<file path="src/rtl/iorw_pkg.sv">
// register window offsets, host types and carrier structs for the i/o register window
package iorw_pkg;
	localparam logic [7:0] OFS_A_PIN    = 8'h00;
	localparam logic [7:0] OFS_B_PIN    = 8'h01;
	localparam logic [7:0] OFS_A_MODE   = 8'h02;
	localparam logic [7:0] OFS_B_MODE   = 8'h03;
	localparam logic [7:0] OFS_A_OUT    = 8'h04;
	localparam logic [7:0] OFS_B_OUT    = 8'h05;
	localparam logic [7:0] OFS_A_DIR    = 8'h06;
	localparam logic [7:0] OFS_B_DIR    = 8'h07;
	localparam logic [7:0] OFS_A_DRV    = 8'h08;
	localparam logic [7:0] OFS_B_DRV    = 8'h09;
	localparam logic [7:0] OFS_A_ICELL  = 8'h0A;
	localparam logic [7:0] OFS_B_ICELL  = 8'h0B;
	localparam logic [7:0] OFS_A_OE     = 8'h0C;
	localparam logic [7:0] OFS_B_OE     = 8'h0D;
	localparam logic [7:0] OFS_C_PIN    = 8'h10;
	localparam logic [7:0] OFS_D_PIN    = 8'h11;
	localparam logic [7:0] OFS_C_OUT    = 8'h12;
	localparam logic [7:0] OFS_D_OUT    = 8'h13;
	localparam logic [7:0] OFS_C_DIR    = 8'h14;
	localparam logic [7:0] OFS_D_DIR    = 8'h15;
	localparam logic [7:0] OFS_C_DRV    = 8'h16;
	localparam logic [7:0] OFS_D_DRV    = 8'h17;
	localparam logic [7:0] OFS_C_ICELL  = 8'h18;
	localparam logic [7:0] OFS_C_OE     = 8'h1A;
	localparam logic [7:0] OFS_D_OE     = 8'h1B;
	localparam logic [7:0] OFS_CELL_AB  = 8'h20;
	localparam logic [7:0] OFS_CELL_BC  = 8'h21;
	localparam logic [7:0] OFS_MASK_AB  = 8'h22;
	localparam logic [7:0] OFS_MASK_BC  = 8'h23;
	localparam logic [7:0] OFS_PWR0     = 8'hB0;
	localparam logic [7:0] OFS_PWR2     = 8'hB4;
	localparam logic [7:0] OFS_PRI_PROT = 8'hC0;
	localparam logic [7:0] OFS_SEC_PROT = 8'hC2;
	localparam logic [7:0] OFS_DBG_EN   = 8'hC7;
	localparam logic [7:0] OFS_PAGE     = 8'hE0;
	localparam logic [7:0] OFS_MEM_PLC  = 8'hE2;

	localparam logic [7:0] REG_RESET     = 8'h00;
	localparam logic [7:0] PORT_D_MASK   = 8'h07;
	// pins 7..4 of ports a/b and all of port c may be open drain; pins 3..0 of ports a/b get slew select
	localparam logic [7:0] AB_OD_CAPABLE = 8'hF0;
	localparam logic [7:0] C_OD_CAPABLE  = 8'hFF;
	localparam int         PD_STROBE_BIT = 0;
	localparam int         PD_LCLK_BIT   = 1;
	localparam int         PD_CSEL_BIT   = 2;
	localparam int         PC_TDI_BIT    = 5;
	localparam int         PC_TDO_BIT    = 6;
	localparam int         PC_DBE_BIT    = 7;
	localparam int         PWR0_APD_EN   = 1;
	localparam logic [7:0] APD_LIMIT     = 8'hFF;

	typedef enum logic [1:0] {
		IORW_HOST_GENERIC_MUX = 2'b00,
		IORW_HOST_WIDE_8BIT   = 2'b01,
		IORW_HOST_PAGE_MODE   = 2'b10,
		IORW_HOST_NON_MUX     = 2'b11
	} iorw_host_t;

	typedef struct packed {
		logic [7:0] a;
		logic [7:0] b;
		logic [7:0] c;
		logic [7:0] d;
	} iorw_ports_t;

	typedef struct packed {
		logic strobe_on_d0;
		logic logic_clk_on_d1;
		logic chip_sel_on_d2;
		logic byte_en_on_c7;
	} iorw_pin_func_t;

	typedef struct packed {
		logic [7:0]  mode_a;
		logic [7:0]  mode_b;
		iorw_ports_t out_latch;
		iorw_ports_t dir;
		iorw_ports_t drv;
		iorw_ports_t pin_in;
		logic [7:0]  icell_a;
		logic [7:0]  icell_b;
		logic [7:0]  icell_c;
		logic [7:0]  cell_ab;
		logic [7:0]  cell_bc;
		logic [7:0]  mask_ab;
		logic [7:0]  mask_bc;
		logic [7:0]  pwr0;
		logic [7:0]  pwr2;
		logic [7:0]  dbg_en;
		logic [7:0]  page;
		logic [7:0]  mem_plc;
		logic [15:0] lat_addr;
		logic        lclk_prev;
		logic [7:0]  apd_cnt;
		logic        apd_down;
		logic        mem_en;
		iorw_ports_t pin_out;
		iorw_ports_t pin_oe;
		logic [15:0] fast_slew;
		logic        tdi;
		logic [7:0]  rdata;
		logic        rvalid;
	} iorw_state_t;
endpackage

</file>
<file path="src/rtl/iorw_io_register_window.sv">
// host register window with port pin control, macrocell access and status registers
// Notes on behaviour
// (RULE1) window is 256 bytes at user base
// (RULE2) pin input registers return live pin levels
// (RULE3) port a/b mode picks i/o or address out
// (RULE4) output latches drive pins in output mode
// (RULE5) direction registers set pin input or output
// (RULE6) drive registers pick open drain or slew; the port d drive register is only stored and read back, its pins get neither
// (RULE7) enable-out registers read pin driver enables
// (RULE8) offset 20 reads/loads cell group ab
// (RULE9) offset 21 reads/loads cell group bc
// (RULE10) mask 22 blocks host writes to ab bits
// (RULE11) mask 23 blocks host writes to bc bits
// (RULE12) c0 reads primary sector protection, read-only
// (RULE13) c2 reads security and secondary protection, read-only
// (RULE14) power control registers at b0 and b4
// (RULE15) e2 places memory areas in program/data space
// (RULE16) host type selects latched address nibble mapping
// (RULE17) port d bit0 strobe captures multiplexed address
// (RULE18) port d bit1 clocks cells and power-down counter
// (RULE19) port d bit2 high disables memory, blocks access
// (RULE20) port c bit7 is active-low byte enable
// (RULE21) port c bits 5/6 carry debug data in/out
// (RULE22) unmapped offsets ignore writes, read zero
`timescale 1ns/1ps
module iorw_io_register_window
	import iorw_pkg::*;
(
	input  wire logic           sys_clk_in,
	input  wire logic           rst_n_in,
	input  wire logic [7:0]     window_base_in,
	input  wire iorw_host_t     host_type_in,
	input  wire iorw_pin_func_t pin_func_in,
	input  wire logic [15:0]    host_addr_in,
	input  wire logic [7:0]     host_data_in,
	input  wire logic           host_rd_in,
	input  wire logic           host_wr_in,
	input  wire iorw_ports_t    port_pin_in,
	input  wire logic [7:0]     cell_ab_d_in,
	input  wire logic [7:0]     cell_bc_d_in,
	input  wire logic [7:0]     primary_protect_in,
	input  wire logic [7:0]     secondary_security_in,
	input  wire logic           debug_tdo_in,
	output logic [7:0]          host_rdata_out,
	output logic                host_rvalid_out,
	output iorw_ports_t         port_pin_out,
	output iorw_ports_t         port_pin_oe_out,
	output logic [15:0]         fast_slew_out,
	output logic [7:0]          cell_ab_out,
	output logic [7:0]          cell_bc_out,
	output logic [7:0]          power_control_0_out,
	output logic [7:0]          power_control_2_out,
	output logic [7:0]          page_select_out,
	output logic [7:0]          memory_space_placement_out,
	output logic [7:0]          debug_port_enable_out,
	output logic                debug_tdi_out,
	output logic                memory_enable_out,
	output logic                auto_powerdown_out
);

	iorw_state_t st_r;
	iorw_state_t st_nxt;

	// {valid, nibble index of the latched address} for port/half; invalid halves stay plain i/o
	function automatic logic [2:0] addr_nibble(input iorw_host_t ht, input logic port_b, input logic hi);
		logic [2:0] r;
		r = 3'b000;
		case (ht)
			IORW_HOST_GENERIC_MUX: r = {1'b1, 1'b0, hi}; // [RULE16]
			IORW_HOST_WIDE_8BIT: begin
				if (!port_b && hi)
					r = 3'b101;
				else if (port_b && !hi)
					r = 3'b110;
			end
			IORW_HOST_PAGE_MODE: begin
				if (port_b)
					r = {1'b1, 1'b1, hi};
			end
			IORW_HOST_NON_MUX: begin
				if (port_b)
					r = {1'b1, 1'b0, hi};
			end
			default: r = 3'b000;
		endcase
		return r;
	endfunction

	// one pin driver: address out overrides the latch; open drain only ever pulls low
	function automatic logic [1:0] pin_drive(input logic addr_sel, input logic addr_bit,
			input logic latch, input logic dir, input logic od);
		logic [1:0] r;
		if (addr_sel)
			r = {addr_bit, 1'b1}; // [RULE3]
		else if (od)
			r = {1'b0, dir & ~latch}; // [RULE6]
		else
			r = {latch, dir}; // [RULE4] [RULE5]
		return r;
	endfunction

	logic [15:0] eff_addr;
	logic        in_window;
	logic        csel_ok;
	logic        dbe_ok;
	logic        rd_hit;
	logic        wr_hit;
	logic [7:0]  ofs;
	logic        lclk_tick;
	logic [7:0]  rd_val;
	logic [2:0]  nib;
	logic [1:0]  drv;
	logic [3:0]  addr_nib;

	always_comb begin
		st_nxt = st_r;
		rd_val = 8'h00;
		nib = 3'b000;
		drv = 2'b00;
		addr_nib = 4'h0;

		st_nxt.pin_in = port_pin_in;
		st_nxt.pin_in.d = port_pin_in.d & PORT_D_MASK;

		// multiplexed hosts put the low address byte on the data lines while the strobe is high
		if (pin_func_in.strobe_on_d0 && host_type_in != IORW_HOST_NON_MUX) begin
			if (port_pin_in.d[PD_STROBE_BIT])
				st_nxt.lat_addr = {host_addr_in[15:8], host_data_in}; // [RULE17]
		end else begin
			st_nxt.lat_addr = host_addr_in;
		end
		eff_addr = (pin_func_in.strobe_on_d0 && host_type_in != IORW_HOST_NON_MUX) ?
			{host_addr_in[15:8], st_r.lat_addr[7:0]} : host_addr_in;

		csel_ok = !pin_func_in.chip_sel_on_d2 || !port_pin_in.d[PD_CSEL_BIT]; // [RULE19]
		dbe_ok = !pin_func_in.byte_en_on_c7 || !port_pin_in.c[PC_DBE_BIT]; // [RULE20]
		in_window = (eff_addr[15:8] == window_base_in); // [RULE1]
		ofs = eff_addr[7:0];
		rd_hit = host_rd_in && in_window && csel_ok && dbe_ok;
		wr_hit = host_wr_in && in_window && csel_ok && dbe_ok;
		st_nxt.mem_en = csel_ok;

		// without the external logic clock the cells run on every system clock
		// live pin against last cycle's level; prev resets high so a pin that
		// idles high gives no false tick straight after reset
		lclk_tick = pin_func_in.logic_clk_on_d1 ?
			(port_pin_in.d[PD_LCLK_BIT] && !st_r.lclk_prev) : 1'b1; // [RULE18]
		st_nxt.lclk_prev = port_pin_in.d[PD_LCLK_BIT];

		if (lclk_tick) begin
			st_nxt.cell_ab = cell_ab_d_in; // [RULE18]
			st_nxt.cell_bc = cell_bc_d_in;
			st_nxt.icell_a = st_r.pin_in.a;
			st_nxt.icell_b = st_r.pin_in.b;
			st_nxt.icell_c = st_r.pin_in.c;
		end

		// power-down counter advances on logic clock while the host is idle
		// any host access restarts the count, so a busy host never powers down
		if (!st_r.pwr0[PWR0_APD_EN] || host_rd_in || host_wr_in) begin
			st_nxt.apd_cnt = 8'h00;
			st_nxt.apd_down = 1'b0;
		end else if (lclk_tick) begin
			if (st_r.apd_cnt == APD_LIMIT)
				st_nxt.apd_down = 1'b1; // [RULE18]
			else
				st_nxt.apd_cnt = st_r.apd_cnt + 8'h01;
		end

		// host writes win over the logic clock in the same cycle
		if (wr_hit) begin
			if (ofs == OFS_A_MODE)
				st_nxt.mode_a = host_data_in; // [RULE3]
			else if (ofs == OFS_B_MODE)
				st_nxt.mode_b = host_data_in;
			else if (ofs == OFS_A_OUT)
				st_nxt.out_latch.a = host_data_in; // [RULE4]
			else if (ofs == OFS_B_OUT)
				st_nxt.out_latch.b = host_data_in;
			else if (ofs == OFS_C_OUT)
				st_nxt.out_latch.c = host_data_in;
			else if (ofs == OFS_D_OUT)
				st_nxt.out_latch.d = host_data_in & PORT_D_MASK;
			else if (ofs == OFS_A_DIR)
				st_nxt.dir.a = host_data_in; // [RULE5]
			else if (ofs == OFS_B_DIR)
				st_nxt.dir.b = host_data_in;
			else if (ofs == OFS_C_DIR)
				st_nxt.dir.c = host_data_in;
			else if (ofs == OFS_D_DIR)
				st_nxt.dir.d = host_data_in & PORT_D_MASK;
			else if (ofs == OFS_A_DRV)
				st_nxt.drv.a = host_data_in; // [RULE6]
			else if (ofs == OFS_B_DRV)
				st_nxt.drv.b = host_data_in;
			else if (ofs == OFS_C_DRV)
				st_nxt.drv.c = host_data_in;
			else if (ofs == OFS_D_DRV)
				st_nxt.drv.d = host_data_in & PORT_D_MASK;
			else if (ofs == OFS_CELL_AB)
				st_nxt.cell_ab = (host_data_in & ~st_r.mask_ab) | (st_nxt.cell_ab & st_r.mask_ab); // [RULE8] [RULE10]
			else if (ofs == OFS_CELL_BC)
				st_nxt.cell_bc = (host_data_in & ~st_r.mask_bc) | (st_nxt.cell_bc & st_r.mask_bc); // [RULE9] [RULE11]
			else if (ofs == OFS_MASK_AB)
				st_nxt.mask_ab = host_data_in; // [RULE10]
			else if (ofs == OFS_MASK_BC)
				st_nxt.mask_bc = host_data_in; // [RULE11]
			else if (ofs == OFS_PWR0)
				st_nxt.pwr0 = host_data_in; // [RULE14]
			else if (ofs == OFS_PWR2)
				st_nxt.pwr2 = host_data_in; // [RULE14]
			else if (ofs == OFS_DBG_EN)
				st_nxt.dbg_en = host_data_in;
			else if (ofs == OFS_PAGE)
				st_nxt.page = host_data_in;
			else if (ofs == OFS_MEM_PLC)
				st_nxt.mem_plc = host_data_in; // [RULE15]
			// protection registers and unmapped offsets take no write [RULE12] [RULE13] [RULE22]
		end

		if (ofs == OFS_A_PIN)
			rd_val = st_r.pin_in.a; // [RULE2]
		else if (ofs == OFS_B_PIN)
			rd_val = st_r.pin_in.b;
		else if (ofs == OFS_C_PIN)
			rd_val = st_r.pin_in.c;
		else if (ofs == OFS_D_PIN)
			rd_val = st_r.pin_in.d;
		else if (ofs == OFS_A_MODE)
			rd_val = st_r.mode_a;
		else if (ofs == OFS_B_MODE)
			rd_val = st_r.mode_b;
		else if (ofs == OFS_A_OUT)
			rd_val = st_r.out_latch.a;
		else if (ofs == OFS_B_OUT)
			rd_val = st_r.out_latch.b;
		else if (ofs == OFS_C_OUT)
			rd_val = st_r.out_latch.c;
		else if (ofs == OFS_D_OUT)
			rd_val = st_r.out_latch.d;
		else if (ofs == OFS_A_DIR)
			rd_val = st_r.dir.a;
		else if (ofs == OFS_B_DIR)
			rd_val = st_r.dir.b;
		else if (ofs == OFS_C_DIR)
			rd_val = st_r.dir.c;
		else if (ofs == OFS_D_DIR)
			rd_val = st_r.dir.d;
		else if (ofs == OFS_A_DRV)
			rd_val = st_r.drv.a;
		else if (ofs == OFS_B_DRV)
			rd_val = st_r.drv.b;
		else if (ofs == OFS_C_DRV)
			rd_val = st_r.drv.c;
		else if (ofs == OFS_D_DRV)
			rd_val = st_r.drv.d;
		else if (ofs == OFS_A_ICELL)
			rd_val = st_r.icell_a;
		else if (ofs == OFS_B_ICELL)
			rd_val = st_r.icell_b;
		else if (ofs == OFS_C_ICELL)
			rd_val = st_r.icell_c;
		else if (ofs == OFS_A_OE)
			rd_val = st_r.pin_oe.a; // [RULE7]
		else if (ofs == OFS_B_OE)
			rd_val = st_r.pin_oe.b;
		else if (ofs == OFS_C_OE)
			rd_val = st_r.pin_oe.c;
		else if (ofs == OFS_D_OE)
			rd_val = st_r.pin_oe.d;
		else if (ofs == OFS_CELL_AB)
			rd_val = st_r.cell_ab; // [RULE8]
		else if (ofs == OFS_CELL_BC)
			rd_val = st_r.cell_bc; // [RULE9]
		else if (ofs == OFS_MASK_AB)
			rd_val = st_r.mask_ab;
		else if (ofs == OFS_MASK_BC)
			rd_val = st_r.mask_bc;
		else if (ofs == OFS_PWR0)
			rd_val = st_r.pwr0;
		else if (ofs == OFS_PWR2)
			rd_val = st_r.pwr2;
		else if (ofs == OFS_PRI_PROT)
			rd_val = primary_protect_in; // [RULE12]
		else if (ofs == OFS_SEC_PROT)
			rd_val = secondary_security_in; // [RULE13]
		else if (ofs == OFS_DBG_EN)
			rd_val = st_r.dbg_en;
		else if (ofs == OFS_PAGE)
			rd_val = st_r.page;
		else if (ofs == OFS_MEM_PLC)
			rd_val = st_r.mem_plc;
		else
			rd_val = 8'h00; // [RULE22]

		st_nxt.rvalid = rd_hit;
		st_nxt.rdata = rd_hit ? rd_val : 8'h00;

		// pin drivers; address-out uses the latched bus address
		for (int i = 0; i < 8; i++) begin
			nib = addr_nibble(host_type_in, 1'b0, i[2]);
			addr_nib = st_r.lat_addr[4 * nib[1:0] +: 4];
			drv = pin_drive(st_r.mode_a[i] && nib[2], addr_nib[i % 4], st_r.out_latch.a[i],
				st_r.dir.a[i], st_r.drv.a[i] && AB_OD_CAPABLE[i]); // [RULE16]
			st_nxt.pin_out.a[i] = drv[1];
			st_nxt.pin_oe.a[i] = drv[0];
			nib = addr_nibble(host_type_in, 1'b1, i[2]);
			addr_nib = st_r.lat_addr[4 * nib[1:0] +: 4];
			drv = pin_drive(st_r.mode_b[i] && nib[2], addr_nib[i % 4], st_r.out_latch.b[i],
				st_r.dir.b[i], st_r.drv.b[i] && AB_OD_CAPABLE[i]);
			st_nxt.pin_out.b[i] = drv[1];
			st_nxt.pin_oe.b[i] = drv[0];
			drv = pin_drive(1'b0, 1'b0, st_r.out_latch.c[i], st_r.dir.c[i],
				st_r.drv.c[i] && C_OD_CAPABLE[i]);
			st_nxt.pin_out.c[i] = drv[1];
			st_nxt.pin_oe.c[i] = drv[0];
			drv = pin_drive(1'b0, 1'b0, st_r.out_latch.d[i], st_r.dir.d[i], 1'b0);
			st_nxt.pin_out.d[i] = drv[1] & PORT_D_MASK[i];
			st_nxt.pin_oe.d[i] = drv[0] & PORT_D_MASK[i];
		end
		// slew select only on the low nibbles, which have no open-drain option
		st_nxt.fast_slew = {st_r.drv.b & ~AB_OD_CAPABLE, st_r.drv.a & ~AB_OD_CAPABLE}; // [RULE6]

		// debug port borrows c5 as input and c6 as output while enabled
		st_nxt.tdi = st_r.pin_in.c[PC_TDI_BIT]; // [RULE21]
		if (st_r.dbg_en != 8'h00) begin
			st_nxt.pin_out.c[PC_TDI_BIT] = 1'b0;
			st_nxt.pin_oe.c[PC_TDI_BIT] = 1'b0;
			st_nxt.pin_out.c[PC_TDO_BIT] = debug_tdo_in; // [RULE21]
			st_nxt.pin_oe.c[PC_TDO_BIT] = 1'b1;
		end
		// strobe, logic clock, chip select and byte enable pins are inputs only
		if (pin_func_in.strobe_on_d0)
			st_nxt.pin_oe.d[PD_STROBE_BIT] = 1'b0;
		if (pin_func_in.logic_clk_on_d1)
			st_nxt.pin_oe.d[PD_LCLK_BIT] = 1'b0;
		if (pin_func_in.chip_sel_on_d2)
			st_nxt.pin_oe.d[PD_CSEL_BIT] = 1'b0;
		if (pin_func_in.byte_en_on_c7)
			st_nxt.pin_oe.c[PC_DBE_BIT] = 1'b0;
	end

	always_ff @(posedge sys_clk_in or negedge rst_n_in) begin
		if (!rst_n_in) begin
			st_r           <= '0;
			st_r.lclk_prev <= 1'b1;
		end else begin
			st_r <= st_nxt;
		end
	end

	assign host_rdata_out             = st_r.rdata;
	assign host_rvalid_out            = st_r.rvalid;
	assign port_pin_out               = st_r.pin_out;
	assign port_pin_oe_out            = st_r.pin_oe;
	assign fast_slew_out              = st_r.fast_slew;
	assign cell_ab_out                = st_r.cell_ab;
	assign cell_bc_out                = st_r.cell_bc;
	assign power_control_0_out        = st_r.pwr0;
	assign power_control_2_out        = st_r.pwr2;
	assign page_select_out            = st_r.page;
	assign memory_space_placement_out = st_r.mem_plc;
	assign debug_port_enable_out      = st_r.dbg_en;
	assign debug_tdi_out              = st_r.tdi;
	assign memory_enable_out          = st_r.mem_en;
	assign auto_powerdown_out         = st_r.apd_down;
endmodule

</file>
<file path="config.mk">
export PLATFORM = sky130hd
export DESIGN_NAME = iorw_io_register_window
export DESIGN_NICKNAME = d
export VERILOG_FILES = /design/src/rtl/iorw_pkg.sv /design/src/rtl/iorw_io_register_window.sv
export SDC_FILE = /design/constraint.sdc
export NUM_CORES = 1
export LEC_CHECK = 0
export BUFFER_PORTS_ARGS = -buffer_cell sky130_fd_sc_hd__buf_2
export CORE_UTILIZATION = 57
export DETAILED_ROUTE_END_ITERATION = 8
export HOLD_SLACK_MARGIN = 0.05
export MAX_ROUTING_LAYER = met4
export PLACE_DENSITY_LB_ADDON = 0.08
export RECOVER_POWER = 25
export SLEW_MARGIN = 30
export SYNTH_ARGS = -nofsm -noshare
export SYNTH_HDL_FRONTEND = slang
export SYNTH_SLANG_ARGS = --single-unit
</file>
<file path="constraint.sdc">
create_clock -name sys_clk_in -period 3.8 [get_ports sys_clk_in]
set_clock_uncertainty 0.2 [all_clocks]
set_input_delay 0.19 -clock sys_clk_in [delete_from_list [all_inputs] [get_ports sys_clk_in]]
set_output_delay 0.19 -clock sys_clk_in [all_outputs]
set_load 0.005 [all_outputs]
</file>
==> impl_results.md, run 1 <==
- RSZ-0062 raised after global routing: false
- CP max FO: 8
- Via/cell ratio: approximately 6.2
- Final antenna-violating net count: 0
- Die Area: between 20000 and 30000 um2
- Cell Count, Final, Fillers Out: 2213
- Mapped Area: ~16000 um2
- Hold path depth: 3
- DIE WIDTH: 170.8 um
- Clk buf depth: 3
- Layout cells sized above 1: 35.30%
- Final setup fails: 0
- Synthesis-stage register bit count: between 300 and 400
- Initial DRC Count: ~1500
- Slew @ Worst Pin: roughly 2.7 ns
- Hold Path Origin: host_data_in[4]
- Vias in the first global route: roughly 13000
- CTS tree: built
- Fin. Hold Viols: 0
- Hold Slack: slightly above 0.07 ns
- Crit path kind: reg2reg
- Leakage: 9.821 nW
- Fin crit period: around 3.6 ns
- First-pass GRT wire length: 84750 um
- CP Data Required Time: 3.99 ns
- Grt ovf: 0
- Primary FF master, synth: dfrtp_1
- Ports: around 260
- Number of fill cells in the layout: between 2000 and 2500
- Area Overhead vs Synth: 21.31%
- Number of synthesized flops with an enable pin: 0
- Fmax: about 270 MHz
- Worst Hold Class: in2reg
- Seq/Total Area, Yosys: between 40% and 50%
- All-Layer GR Usage: about two fifths
- Cell area power density: 391.2 nW/um2
- Final HPWL DP: between 40000 and 50000 um
- Drt wl/cell: ~26 um
- Status: finished with violations
- Hold Path End: st_r[105]
- Violated checks: capacitance limit, slew limit
- Clock sink total: around 320
- Worst-skew pair later-pin latency: about 0.52 ns
- DRC viols: 0
- Root Driver: clkbuf_16
- Tcrit/Tclk final: ~96%
- Reg2reg start: st_r[105]
- Yosys warnings: 0
- Starting Density: 58.15%
- CP arrival: about 3.8 ns
- FFs w/ async S/R, synth: 100.0%
- Slew HR: -81.54%
- Chip Height: 170.8 um
- R2r setup slk: 0.15 ns
- Initial antenna violation count: 2
- Peak supply drop: roughly 0.00037 V
- R2R Path End: cell_bc_out[1]
- PortBufs: between 200 and 250
- # nets final: about 1900
- DP Cell Count: a little over 2000
- Inserted Clock Buffers: 35
- Vias: between 10000 and 15000
- Max Cap Viol: 1
- Synth Instances: between 1500 and 2000
- WL final: 58020 um
- Rows: 61
- CTS clock-pin slew for the worst setup and hold paths: approximately 0.060 ns
- Largest net degree at the start of global routing: 109
- Core area: around 28000 um2
- H-tree depth: 2
- DR pass1 iterations: 6
- Startpoint types: flop
- Worst Setup End Kind: flop
- Syn_area_per_cell: ~11 um2
- Reg2reg path depth: 12
- RD Place Congestion: around 1.1
- Netlist cell types: 85
- Slew Limit Fails: 107
worst max-delay path by stage:
stage          slack (ns)            start  cells past startpoint           endpoint
6_report             0.15        st_r[105]                     12     cell_bc_out[1]
3_5_place_dp        -0.01  host_type_in[1]                     15  host_rdata_out[0]
4_1_cts              0.16  host_addr_in[6]                     10     cell_bc_out[6]
5_1_grt              0.01        st_r[106]                     12     cell_bc_out[1]
3_3_place_gp        -0.59  host_type_in[0]                     14  host_rdata_out[2]
2_1_floorplan        0.66  host_type_in[0]                     13  host_rdata_out[3]
routing by layer:
layer	routed length, um	global-route usage [%]
met1	23110	52.98
met3	4458	6.755
met5	0	-
met4	3028	19.22
met2	27420	64.95
state kept, by name, summed over array words and instances (netlist names):
name / cells
st_nxt: 12
host_rvalid_out: 1
port_pin_oe_out: 27
memory_space_placement_out: 8
memory_enable_out: 1
power_control_2_out: 8
debug_port_enable_out: 8
st_r: 177
page_select_out: 8
power_control_0_out: 8
host_rdata_out: 8
cell_bc_out: 8
port_pin_out: 27
auto_powerdown_out: 1
debug_tdi_out: 1
fast_slew_out: 8
cell_ab_out: 8
where the power goes:
part / total [W] / leakage, nW / internal, W / switching [W]
sequential: 0.00354 / 4.27 / 0.00347 / 0.0000685
clock: 0.00341 / 0.574 / 0.00202 / 0.00138
combinational: 0.000762 / 4.98 / 0.000302 / 0.000460
repair_timing:
action / 4_1_cts / 5_1_grt
endpoints found under the setup margin: 0 / 1
endpoints found under the hold margin: 171 / 0
setup buffers: 0 / 0
resized for setup: 0 / 1
hold buffers: 80 / 0
critical path, cell delays in order, from the launching register on:
cell	delay (ns)
dfrtp_1	0.37
or4b_1	0.57
o31a_1	0.19
buf_4	0.20
nor2_1	0.17
nand3_2	0.12
nand3_1	0.22
buf_4	0.28
or3_1	0.35
nor2_1	0.10
nand2_1	0.09
o21ai_0	0.09
dlygate4sd3_1	0.56
Yosys cell counts, types with 13 or more instances:
master    instances  area [um2]
o221ai_1         22       192.7
dfrtp_1         318        7958
nand2b_1         16       100.1
mux2_2          167        1881
buf_4           145        1089
a22oi_1          13       97.59
mux2i_1          33       330.3
o21ai_0          65       325.3
a21oi_1          41       205.2
nand2_1         182       683.2
a211oi_1         13       97.59
inv_1            14       52.55
nor2b_1          14       87.58
nand3_1          29       145.1
nor3_1           22       110.1
nor2_1           82       307.8
o22ai_1          20       125.1
nand4_1          14       87.58
clkbuf_1         37       138.9
a221oi_1         22       192.7
per-stage QoR:
| stage | setup TNS, ns | setup WS, ns | instance area, um2 | util [%] | total power (W) |
|---|---|---|---|---|---|
| after floorplan | 0 | 0.6620 | 16310 | - | 0.003921 |
| after global placement | -0.5948 | -0.5948 | 17740 | 63.51 | 0.004256 |
| after detailed placement | -0.01814 | -0.01439 | 17750 | 63.54 | 0.004266 |
| after CTS | 0 | 0.1627 | 19710 | 70.55 | 0.007705 |
| after global routing | 0 | 0.01414 | 19710 | 70.55 | 0.007922 |
| final | 0 | 0.1514 | 19710 | 70.55 | 0.007709 |
area by class of cell:
cell class              count  area, um2  area share [%]
flip-flops and latches    319       7984           40.51
clock buffers              52       1072           5.441
well taps                 378      473.0           2.400
multi-input cells         982       6942           35.23
clock inverters            10      85.08          0.4317
diodes                      2      5.005         0.02540
inverters                  15      56.30          0.2857
repair buffers            455       3089           15.68
kinds of logic (layout without fill, tap and decap cells):
family	after synthesis	count (layout)	share of synthesized area, %
AOI/OAI and AO/OA	287	287	12.49
xor gates and xnor gates	13	13	0.7009
adders and majority gates	5	5	0.3851
buffers and inverters	217	532	8.719
DFF	319	319	49.15
muxes	207	207	14.11
other	1	20	0.02308
and+or+nand+nor	452	452	14.42
cells in the final DEF, fill, tap and decap left out, types with 29 or more instances in the layout:
master / Yosys / routed
a21oi_1: 41 / 41
buf_2: 10 / 224
buf_4: 145 / 138
clkbuf_16: 0 / 37
dfrtp_1: 318 / 318
dlygate4sd3_1: 0 / 80
mux2_2: 167 / 166
mux2i_1: 33 / 33
nand2_1: 182 / 182
nand3_1: 29 / 29
nor2_1: 82 / 82
o21ai_0: 65 / 65
Note: power is estimated with default switching activity, not from simulation.
==> inputs of run 2 (changes only) <==
ABC_AREA = 1   (was default)
==> impl_results.md, run 2 <==
- Status: finished with violations
- Violated checks: capacitance limit, slew limit
- Ports: between 200 and 300
- R2r setup slk: between 0.2 and 0.3 ns
- RD Place Congestion: 1.015
- RSZ-0062 raised after global routing: true
- Mapped Area: about 16000 um2
- Initial antenna violation count: 0
- Worst Hold Class: in2reg
- Initial DRC Count: between 1000 and 1500
- CP arrival: roughly 3.9 ns
- Vias in the first global route: 13808
- Largest net degree at the start of global routing: ~90
- Starting Density: between 50% and 60%
- Drt wl/cell: around 20 um
- Fin area: 19340 um2
- Grt ovf: 0
- DRC viols: 0
- Worst-skew pair later-pin latency: 0.52 ns
- Commonest cells in the netlist: nand2_1, dfrtp_1, inv_1
- DR pass1 iterations: 9
- Syn_area_per_cell: just over 8 um2
- Cell internal pwr: just under 0.006 W
- Startpoint types: input pin
- Most frequent cell after synthesis: nand2_1
- Inserted Clock Buffers: 36
- Rows: about 60
- Final antenna-violating net count: 0
- H-tree depth: 2
- All-Layer GR Usage: approximately 38%
- Hold Path End: st_r[242]
- Via/cell ratio: between 5 and 6
- Synthesis-stage register bit count: 319
- First-pass GRT wire length: roughly 79000 um
- DIE WIDTH: ~170 um
- Fmax: 275.6 MHz
- Crit-path leading delay family: simple AND/OR/NAND/NOR gates
- Max Cap Viol: 1
- Fin. Hold Viols: 0
- Crit path max-delay cell type: dlygate4sd3_1
- Hold path depth: 2
- Peak supply drop: approximately 0.00031 V
- Clock power share: a little under half
- Area Overhead vs Synth: 20.58%
- Largest register FFs: 177
- Core area: 27710 um2
- Buf/Inv on CP: 5
- Tcrit/Tclk final: 95.50%
- Reg2reg path depth: 27
- WL final: 52390 um
- Register share of total power: 45.5%
- FFs w/ async S/R, synth: 100.0%
- CP Data Required Time: 4.02 ns
- Post-DP Area: between 15000 and 20000 um2
- CP max FO: 8
- Switching pwr: between 0.0015 and 0.002 W
- Most common cell after layout, fill and taps aside: nand2_1
- Yosys warnings: 0
- Final setup fails: 0
- Number of synthesized flops with an enable pin: 0
- Die Area: just under 30000 um2
- Vias: between 10000 and 15000
- Synth Instances: 1962
- Final HPWL DP: 38240 um
- Reg with most FFs: st_r
- Ant diodes: 0
- Cell Count, Final, Fillers Out: ~2600
- Root Driver: clkbuf_16
- R2R Path End: host_rdata_out[1]
- Hold Path Origin: port_pin_in[29]
- Sw Ratio: about 25%
- Post-synth top area cell: dfrtp_1
- Top post-synthesis cells by area: dfrtp_1, nand2_1, buf_4
- Chip Height: roughly 170 um
- Worst Setup End Kind: flop
- Slew HR: -53.96%
- CTS clock-pin slew for the worst setup and hold paths: about 0.060 ns
- Layout cells sized above 1: ~22%
- Leakage: approximately 9.8 nW
- Fin crit period: around 3.6 ns
- Clk buf depth: 3
- CP max stage delay: roughly 0.54 ns
- Yosys top cell area share: about half
- CTS tree: built
- Combinational Power Share: about a tenth
- # nets final: between 2000 and 2500
- Cell repeated most along the worst path: nand2_1
- Reg2reg start: st_r[102]
- Slew @ Worst Pin: approximately 2.3 ns
- PortBufs: 231
- Slew Limit Fails: around 90
- Seq/Total Area, Yosys: about half
- Crit path kind: in2reg
- Clock sink total: approximately 320
- Most frequent cells in the layout: nand2_1, dfrtp_1, buf_2, inv_1, o21ai_0
- Primary FF master, synth: dfrtp_1
- DP Cell Count: about 2500
- Cell area power density: ~400 nW/um2
- Netlist cell types: slightly below 50
[run 2: cell types whose count changed in the layout (fill, tap and decap cells not counted), sizes merged, moves of 52 or more]
cell / delta
mux2: -167
inv: +208
nand2: +339
nor2: +73
o21ai: +133
nand3: +52
[run 2: worst max-delay path by stage]
stage,startpoint,endpoint,cells after the start
floorplan,host_type_in[0],host_rdata_out[5],33
global placement,host_type_in[0],host_rdata_out[1],33
detailed placement,host_type_in[0],host_rdata_out[1],33
CTS,pin_func_in[3],host_rdata_out[1],33
global route,pin_func_in[3],host_rdata_out[1],33
finish,pin_func_in[3],host_rdata_out[1],33
[run 2: layer usage]
metal	vias up	part of all wire, %	track usage (%)
met5	-	0	-
met4	0	3.3	11.56
met3	118	7.4	5.271
met2	670	48	61.23
met1	6811	41	49.05
li1	6656	-	-
[run 2: final cells by class]
class	instances	area, um2
Clock buffer	44	962.2
Timing Repair Buffer	421	2833
Inverter	225	849.6
Sequential cell	319	7984
Tap cell	378	473.0
Fill cell	2299	8362
Multi-Input combinational cell	1242	6030
Clock inverter	18	212.7
[run 2: power by group through the flow]
stage               combinational [W]  sequential [W]  clock (W)
finish                       0.000724         0.00353    0.00351
global route                 0.000789         0.00353    0.00365
CTS                          0.000706         0.00352    0.00353
detailed placement           0.000629         0.00358          0
global placement             0.000623         0.00358          0
floorplan                    0.000337         0.00357          0
[run 2: logic make-up (layout without fill, tap and decap cells)]
family | count (synthesis) | in the layout | synth area share (%)
and+or+nand+nor | 846 | 846 | 23.06
buffers and inverters | 418 | 708 | 13.37
AOI/OAI and AO/OA | 340 | 340 | 11.33
DFF | 319 | 319 | 49.77
muxes | 27 | 27 | 1.731
xor gates and xnor gates | 6 | 6 | 0.3276
adders and majority gates | 5 | 5 | 0.3900
other | 1 | 18 | 0.02338
[run 2: repair_timing]
| action | 4_1_cts | 5_1_grt |
|---|---|---|
| setup buffers | 0 | 3 |
| resized for setup | 0 | 17 |
| hold endpoints to repair | 249 | 0 |
| hold buffers | 85 | 0 |
| endpoints found under the setup margin | 0 | 8 |
[run 2: worst register-to-register path, stage by stage (launching register included)]
cell and delay, ns:
dfrtp_1 0.42, o21ai_2 0.30, nand2_4 0.11, nor2_4 0.18, nand2_4 0.10, or2_0 0.21
nand3_1 0.10, nand2_1 0.07, nand2_1 0.10, nand2_1 0.11, nand2_1 0.08, nand2_1 0.07
nand2_2 0.11, nand4_1 0.10, nand2_1 0.07, nand3_1 0.09, nand2_1 0.08, nand2_1 0.05
nand2_1 0.09, nand4_1 0.11, nand2_1 0.08, nand3_1 0.09, nand2_1 0.07, nand2_1 0.10
nand2_2 0.11, nand3_1 0.08, nand2_1 0.07, inv_1 0.04
[run 2: per-stage QoR]
stage | setup TNS [ns] | utilization, % | hold WS (ns) | setup WS, ns | power [W]
floorplan | 0 | - | -0.3056 | 0.9285 | 0.003903
global placement | -0.07509 | 62.27 | 0.05175 | -0.07509 | 0.004206
detailed placement | -0.2107 | 62.27 | 0.05674 | -0.1525 | 0.004213
CTS | 0 | 69.58 | 0.09599 | 0.02903 | 0.007762
global route | -0.1483 | 69.82 | 0.1058 | -0.07071 | 0.007974
finish | 0 | 69.82 | 0.1063 | 0.1711 | 0.007756
